File: src/design/stp_pkg.sv
// Constants for the serial transceiver powerdown controller.
// Assumes a single 10 MHz system clock and a synchronous active-high reset.
//
// Functional notes
// A low shutdown input forces powerdown regardless of keep-awake.
// Powerdown turns off the charge pump and tristates every transmitter.
// Inactivity powerdown acts only with keep-awake low and shutdown high.
// Keep-awake high blocks inactivity powerdown; shutdown still wins.
// Thirty seconds without any input edge powers the device down.
// Any transmitter or receiver input edge wakes the device.
// Every powerdown entry leaves the inactivity timer expired.
// With keep-awake low, shutdown rising alone does not wake the device.
// A keep-awake falling edge restarts the thirty-second timer.
// Level-invalid goes low after over 30 us of invalid levels everywhere.
// Level-invalid goes high 1 us after any valid receiver level.
// Level-invalid only reports; it never changes the power state.
// The level detector runs in every power mode.
// Transmission may resume within 100 us of leaving powerdown.
// Ready falls on powerdown and rises once the pump is good.
// Monitor variant tristates standard receiver outputs in powerdown.
// Far side holds both pins high for always-on, or drives shutdown.
// Far side may wire level-invalid to both control pins.
// Long intervals come from counters with parameterised terminal counts.
// Activity inputs are synchronised and edge-detected before use.

package stp_pkg;

  // ==========================================================================
  // Clock and timing
  // ==========================================================================
  localparam int unsigned CLK_HZ = 10_000_000;
  localparam int unsigned IDLE_TIME_S = 30;
  localparam int unsigned IDLE_CYC = IDLE_TIME_S * CLK_HZ;
  localparam int unsigned INV_TIME_US = 30;
  // Strictly more than the interval, so one extra cycle.
  localparam int unsigned INV_CYC = INV_TIME_US * (CLK_HZ / 1_000_000) + 1;
  localparam int unsigned VLD_TIME_US = 1;
  localparam int unsigned VLD_CYC = VLD_TIME_US * (CLK_HZ / 1_000_000);
  localparam int unsigned RESUME_TIME_US = 100;
  localparam int unsigned RESUME_CYC = RESUME_TIME_US * (CLK_HZ / 1_000_000);

  // ==========================================================================
  // Channel counts
  // ==========================================================================
  localparam int unsigned NUM_TX = 3;
  localparam int unsigned NUM_RX = 5;

  // ==========================================================================
  // Register map
  // ==========================================================================
  localparam int unsigned ADDR_W = 8;
  localparam logic [ADDR_W-1:0] CTRL_OFS = 8'h00;
  localparam logic [ADDR_W-1:0] STATUS_OFS = 8'h04;
  localparam int unsigned CTRL_SW_SHUT_BIT = 0;
  localparam int unsigned CTRL_RX_GATE_BIT = 1;
  localparam logic CTRL_SW_SHUT_RST = 1'b0;
  localparam logic CTRL_RX_GATE_RST = 1'b1;
  localparam int unsigned ST_POWERED_BIT = 0;
  localparam int unsigned ST_READY_BIT = 1;
  localparam int unsigned ST_INVALID_N_BIT = 2;
  localparam int unsigned ST_EXPIRED_BIT = 3;
  localparam int unsigned ST_KEEP_AWAKE_BIT = 4;
  localparam int unsigned ST_SHUTDOWN_N_BIT = 5;
  localparam logic INVALID_N_RST = 1'b0;

endpackage : stp_pkg

File: src/design/stp_tmr.sv
// Interval timer: counts enabled cycles up to a terminal count and latches done.
// Assumes the caller clears it to restart and may force it to the done state.
`timescale 1ns/1ps

module stp_tmr #(
  parameter int unsigned TERM = 10
) (
  // Clock and reset
  input wire logic clk_sys,
  input wire logic sys_rst,
  // Control
  input wire logic force_done,
  input wire logic clear,
  input wire logic run,
  // Status
  output logic done
);

  localparam int unsigned CW = $clog2(TERM + 1);
  localparam logic [CW-1:0] LAST = CW'(TERM - 1);

  logic [CW-1:0] count;
  wire at_last = (count == LAST);

  // Force wins over clear so that a powerdown entry is never undone.
  always_ff @(posedge clk_sys) begin
    if (sys_rst || clear || force_done) begin
      count <= '0;
    end else if (run && !done) begin
      count <= count + CW'(1);
    end
  end

  always_ff @(posedge clk_sys) begin
    if (sys_rst) begin
      done <= 1'b0;
    end else if (force_done) begin
      done <= 1'b1;
    end else if (clear) begin
      done <= 1'b0;
    end else if (run && at_last) begin
      done <= 1'b1;
    end
  end

endmodule : stp_tmr

File: src/design/stp_ctrl.sv
// Powerdown controller of a multi-channel serial line transceiver.
// Assumes control pins and line inputs arrive in the clk_sys domain, and an
// APB master for the small control and status register pair.
//
// Implementation choices: the APB slave port and the register addresses.
`timescale 1ns/1ps

module stp_ctrl
  import stp_pkg::*;
#(
  parameter int unsigned N_TX = stp_pkg::NUM_TX,
  parameter int unsigned N_RX = stp_pkg::NUM_RX,
  parameter int unsigned IDLE_TERM = stp_pkg::IDLE_CYC,
  parameter int unsigned INV_TERM = stp_pkg::INV_CYC,
  parameter int unsigned VLD_TERM = stp_pkg::VLD_CYC
) (
  // Clock and reset
  input wire logic clk_sys,
  input wire logic sys_rst,
  // Control pins
  input wire logic shutdown_n_in,
  input wire logic keep_awake_in,
  // Line activity and level sensing
  input wire logic [N_TX-1:0] tx_data_in,
  input wire logic [N_RX-1:0] rx_data_in,
  input wire logic [N_RX-1:0] rx_level_valid,
  input wire logic pump_good,
  // Power and output controls
  output logic pump_en,
  output logic [N_TX-1:0] tx_oe,
  output logic rx_oe,
  output logic invalid_n,
  output logic ready,
  // APB slave
  input wire logic psel,
  input wire logic penable,
  input wire logic pwrite,
  input wire logic [stp_pkg::ADDR_W-1:0] paddr,
  input wire logic [31:0] pwdata,
  output logic [31:0] prdata,
  output logic pready,
  output logic pslverr
);

  import stp_pkg::*;

  // ==========================================================================
  // Activity synchronisers and edge detection
  // ==========================================================================
  localparam int unsigned NA = N_TX + N_RX;

  logic [NA-1:0] act_s1;
  logic [NA-1:0] act_s2;
  logic [NA-1:0] act_s3;
  logic ka_q;

  always_ff @(posedge clk_sys) begin
    if (sys_rst) begin
      act_s1 <= '0;
      act_s2 <= '0;
      act_s3 <= '0;
    end else begin
      act_s1 <= {tx_data_in, rx_data_in};
      act_s2 <= act_s1;
      act_s3 <= act_s2;
    end
  end

  always_ff @(posedge clk_sys) begin
    if (sys_rst) begin
      ka_q <= 1'b0;
    end else begin
      ka_q <= keep_awake_in;
    end
  end

  wire any_edge = |(act_s2 ^ act_s3);
  wire ka_fall = ka_q && !keep_awake_in;

  // ==========================================================================
  // Control register and effective shutdown
  // ==========================================================================
  logic sw_shut;
  logic rx_gate_en;

  wire shut_eff = shutdown_n_in && !sw_shut;

  // ==========================================================================
  // Inactivity timer
  // ==========================================================================
  logic idle_done;

  // Shutdown low keeps the timer expired; an edge or keep-awake restarts it.
  wire idle_force = !shut_eff;
  wire idle_clear = any_edge || keep_awake_in || ka_fall;

  stp_tmr #(
    .TERM(IDLE_TERM)
  ) u_idle (
    .clk_sys(clk_sys),
    .sys_rst(sys_rst),
    .force_done(idle_force),
    .clear(idle_clear),
    .run(1'b1),
    .done(idle_done)
  );

  // ==========================================================================
  // Power decision
  // ==========================================================================
  // Shutdown dominates; keep-awake masks the expired timer only. The
  // level-invalid flag is deliberately absent from this equation.
  wire auto_pd = !keep_awake_in && idle_done;
  wire next_powered = shut_eff && !auto_pd;

  // Outputs follow the decision directly, so transmission is re-enabled on
  // the cycle after wake, far inside the resume allowance.
  always_ff @(posedge clk_sys) begin
    if (sys_rst) begin
      pump_en <= 1'b0;
      tx_oe <= '0;
      rx_oe <= 1'b0;
    end else begin
      pump_en <= next_powered;
      tx_oe <= {N_TX{next_powered}};
      rx_oe <= next_powered || !rx_gate_en;
    end
  end

  always_ff @(posedge clk_sys) begin
    if (sys_rst) begin
      ready <= 1'b0;
    end else begin
      ready <= next_powered && pump_good;
    end
  end

  // ==========================================================================
  // Level-invalid detector
  // ==========================================================================
  wire all_invalid = ~|rx_level_valid;
  logic inv_done;
  logic vld_done;

  // Both timers run regardless of the power state.
  stp_tmr #(
    .TERM(INV_TERM)
  ) u_inv (
    .clk_sys(clk_sys),
    .sys_rst(sys_rst),
    .force_done(1'b0),
    .clear(!all_invalid),
    .run(1'b1),
    .done(inv_done)
  );

  stp_tmr #(
    .TERM(VLD_TERM)
  ) u_vld (
    .clk_sys(clk_sys),
    .sys_rst(sys_rst),
    .force_done(1'b0),
    .clear(all_invalid),
    .run(1'b1),
    .done(vld_done)
  );

  always_ff @(posedge clk_sys) begin
    if (sys_rst) begin
      invalid_n <= INVALID_N_RST;
    end else if (inv_done) begin
      invalid_n <= 1'b0;
    end else if (vld_done) begin
      invalid_n <= 1'b1;
    end
  end

  // ==========================================================================
  // APB slave
  // ==========================================================================
  wire hit_ctrl = (paddr == CTRL_OFS);
  wire hit_status = (paddr == STATUS_OFS);
  wire setup = psel && !penable;
  wire access = psel && penable;
  wire bad_acc = !hit_ctrl && !(hit_status && !pwrite);
  wire ctrl_wr = access && pwrite && hit_ctrl;

  logic [31:0] status_word;
  logic [31:0] ctrl_word;
  logic [31:0] next_rdata;

  always_comb begin
    status_word = '0;
    status_word[ST_POWERED_BIT] = pump_en;
    status_word[ST_READY_BIT] = ready;
    status_word[ST_INVALID_N_BIT] = invalid_n;
    status_word[ST_EXPIRED_BIT] = idle_done;
    status_word[ST_KEEP_AWAKE_BIT] = keep_awake_in;
    status_word[ST_SHUTDOWN_N_BIT] = shutdown_n_in;
    ctrl_word = '0;
    ctrl_word[CTRL_SW_SHUT_BIT] = sw_shut;
    ctrl_word[CTRL_RX_GATE_BIT] = rx_gate_en;
    next_rdata = '0;
    if (hit_ctrl) begin
      next_rdata = ctrl_word;
    end else if (hit_status) begin
      next_rdata = status_word;
    end
  end

  assign pready = 1'b1;
  assign pslverr = access && bad_acc;

  always_ff @(posedge clk_sys) begin
    if (sys_rst) begin
      prdata <= '0;
    end else if (setup && !pwrite) begin
      prdata <= next_rdata;
    end
  end

  always_ff @(posedge clk_sys) begin
    if (sys_rst) begin
      sw_shut <= CTRL_SW_SHUT_RST;
      rx_gate_en <= CTRL_RX_GATE_RST;
    end else if (ctrl_wr) begin
      sw_shut <= pwdata[CTRL_SW_SHUT_BIT];
      rx_gate_en <= pwdata[CTRL_RX_GATE_BIT];
    end
  end
endmodule : stp_ctrl

File: config.mk
export PLATFORM = sky130hd
export DESIGN_NAME = stp_ctrl
export DESIGN_NICKNAME = d
export VERILOG_FILES = /design/src/design/stp_pkg.sv /design/src/design/stp_tmr.sv /design/src/design/stp_ctrl.sv
export SDC_FILE = /design/constraint.sdc
export NUM_CORES = 1
export LEC_CHECK = 0
export ABC_AREA = 1
export ABC_CLOCK_PERIOD_IN_PS = 4650
export BUFFER_PORTS_ARGS = -buffer_cell sky130_fd_sc_hd__buf_2
export CORE_ASPECT_RATIO = 1.4
export CORE_MARGIN = 8
export CORE_UTILIZATION = 45
export DETAILED_ROUTE_END_ITERATION = 7
export PLACE_DENSITY = 0.7
export RECOVER_POWER = 50
export SYNTH_ARGS = -nofsm -noshare
export SYNTH_HDL_FRONTEND = slang
export SYNTH_SLANG_ARGS = --single-unit
File: constraint.sdc
create_clock -name clk_sys -period 4.65 [get_ports clk_sys]
set_clock_uncertainty 0.15 [all_clocks]
set_input_delay 0.93 -clock clk_sys [delete_from_list [all_inputs] [get_ports clk_sys]]
set_output_delay 0.93 -clock clk_sys [all_outputs]
set_load 0.01 [all_outputs]
==> out/results.tsv <==
stage	metric	value	unit
cts	clk_latency	340	ps
critical_path	max_stage_delay	290	ps
yosys	ys_types	39	
floorplan	core	8610	um2
critical_path	crit_path_end_kind	output pin	
grt	grt_max_degree	34	
cts	cts_resized	0	
yosys	synth-seq-cells	82	
grt	grt_pass1_wl	12.9	mm
timing	fmax	356	MHz
critical_path	crit_family	simple AND/OR/NAND/NOR gates	
placement	io_buffers	44	
timing	finalCritPeriodShare	0.605	
critical_path	path_cells	buf_2 > nor2_1 > nand2_1 > nor3_2 > nor3_1 > buf_2	
floorplan	rows	40	
yosys	synth_area_leader_cell	dfxtp_1	
cts	clkSinkCount	82	
critical_path	crit_slowest_cell	nor3_2	
cts	cts_buffers	9	
detailed_routing	drc_errors	0	
yosys	synth-async-reset-ratio	0	
yosys	synth-edff-count	0	
critical_path	worst-r2r-cell-count	7	
hold_path	min_path_cells	2	
cts	cts_setup_buffers	0	
cts	cts_tree	yes	
hold_path	hold_end	act_s2[4]	
timing	fin_crit	2810	ps
floorplan	die_x	95.5	um
grt	grt_pass1_vias	3091	
yosys	synth_area_leaders	dfxtp_1 (41%), nor2_1 (9.2%), nand2_1 (8.8%)	
yosys	yosys.area.top_type_share	0.412	
timing	setup-tns-final	0	ps
grt	track_usage	0.131	
grt	antenna_found_initial	0	
floorplan	io-pin-count	102	
yosys	ys_seq_area_frac	0.412	
critical_path	crit_type	input pin to output pin	
yosys	synthCells	543	
detailed_routing	avgRoutedWirePerCell	10.9	um
floorplan	die-area	12200	um2
critical_path	timing.rr.end	u_idle.count[18]	
critical_path	cp_common_cell	buf_2	
cts	h-tree-depth	3	
detailed_routing	via_per_inst	4.58	
grt	overflow	0	
finish	drive_gt1_frac	0.146	
finish	n_antenna_cell	0	
pwr	power_density	337	nW/um2
timing	setup_viol	0	
timing	rsz0062_at_grt	false	
yosys	post-synth-top-count-cell	nor2_1	
timing	finalHoldViolations	0	
critical_path	critPathBufInv	2	
hold_path	hp-start	act_s1[4]	
critical_path	required	3570	ps
critical_path	reg2reg_slack	2770	ps
placement	routabilityCongestion	0.829	
pwr	power	1.50	mW
pwr	p_leak	1.87	nW
cts	clockBufferDepth	2	
timing	max_slew_margin	0.0977	
critical_path	path_max_fanout	5	
pwr	ir_worst_vdd	0.000222	V
yosys	syn_area	3980	um2
detailed_routing	vias	3186	
finish	final_net_count	652	
detailed_routing	dr.pass1.iters	4	
timing	slew_violations	0	
floorplan	initial_core_util	0.463	
yosys	syn_avg_cell_area	7.34	um2
cts	clock-root-buffer	clkbuf_16	
finish	syn2layout_area_growth	12.0	%
job	maxCapViolCount	0	
floorplan	die_h	127	um
yosys	synthFlopType	dfxtp_1	
hold_path	hp-class	flip-flop to flip-flop	
cts	clk_pin_slew	60	ps
yosys	yosysWarnings	0	
finish	nFillCells	858	
outcome	outcome	finished, final reports clean	
detailed_routing	wirelength	7.55	mm
placement	place.detailed.hpwl	5.77	mm
cts	cts_hold_buf	0	
detailed_routing	ant_nets	0	
critical_path	r2r-start	ka_q	
critical_path	startpoint_type	input pin	
critical_path	cp.arrival	1730	ps
yosys	synth_commonest_cells	nor2_1 (98), nand2_1 (93), inv_1 (83), dfxtp_1 (82), buf_4 (30)	
detailed_routing	drt-initial-drc-count	115	
timing	worstMarginPinSlew	1350	ps
## registers in the layout (all words and copies together) (netlist names)
signal	count
act_s1	8
act_s2	8
act_s3	8
invalid_n	1
ka_q	1
prdata	6
ready	1
rx_gate_en	1
rx_oe	1
sw_shut	1
tx_oe	1
u_idle.count	29
u_idle.done	1
u_inv.count	9
u_inv.done	1
u_vld.count	4
u_vld.done	1
## how the worst max path moves through the flow
stage / startpoint / to / slack, ps / depth (start not counted)
2_1_floorplan: paddr[1] / pslverr / 2100 / 4
3_3_place_gp: paddr[1] / pslverr / 1830 / 6
3_5_place_dp: paddr[1] / pslverr / 1820 / 6
4_1_cts: paddr[1] / pslverr / 1820 / 6
5_1_grt: sys_rst / u_idle.count[14] / 1650 / 6
6_report: paddr[1] / pslverr / 1840 / 6
## worst min-delay path: stages, from the launching register on
cell,delay [ps]
dfxtp_1,290
inv_1,40
nor2_1,30
## logic make-up after synthesis
group	after synthesis	synth area share
compound gates	35	0.0484
xor+xnor	16	0.0352
simple gates	281	0.343
fa+ha+maj	5	0.0157
other cells	2	0.00189
buf+inv	122	0.144
flops	82	0.412
## power by group
part           total [mW]  switching, mW  internal [mW]
clock               0.699          0.283          0.416
combinational      0.0766         0.0492         0.0273
sequential          0.727        0.00838          0.718
## placed cells by master (no fill, tap or decap), drive strengths merged
cell type and n:
o21a 1, nand4 10, nor3b 4, a21oi 22, or2 2, xnor2 7, ha 5, nor2 111
nand3 31, o211ai 2, nor3 21, clkinvlp 2, nor4 1, dfxtp 82, inv 84, nand2 100
o21bai 1, xor2 9, bufinv 1, clkbuf 18, clkinv 4, o21ai 9, buf 36, conb 27
nand3b 1
## routing by layer
metal | GRT usage | share of wire | up-vias | wire length [um]
met5 | 0 | 0 | - | 0
met4 | 0.0754 | 0.017 | 0 | 129
met3 | 0.0299 | 0.037 | 12 | 282
met2 | 0.236 | 0.54 | 45 | 4060
met1 | 0.131 | 0.41 | 1426 | 3080
li1 | - | - | 1703 | -
## stage by stage
step / std cells / setup WS, ps / hold WS [ps] / area (um2) / utilization
floorplan: 568 / 2100 / 238 / 4080 / -
global placement: 680 / 1830 / 239 / 4180 / 0.485
detailed placement: 680 / 1820 / 242 / 4180 / 0.485
CTS: 696 / 1820 / 250 / 4470 / 0.519
global route: 696 / 1650 / 260 / 4460 / 0.518
finish: 696 / 1840 / 248 / 4460 / 0.518
## layout make-up
cell class,instances,area [um2],share of cell area
clock inverter,6,67.6,0.0151
timing repair buffer,44,210,0.0471
tap,105,131,0.0294
sequential,82,1640,0.368
inverter,85,320,0.0718
multi-input combinational,364,1860,0.417
clock buffer,10,229,0.0513
No activity file was read; power rests on OpenSTA's default activity.
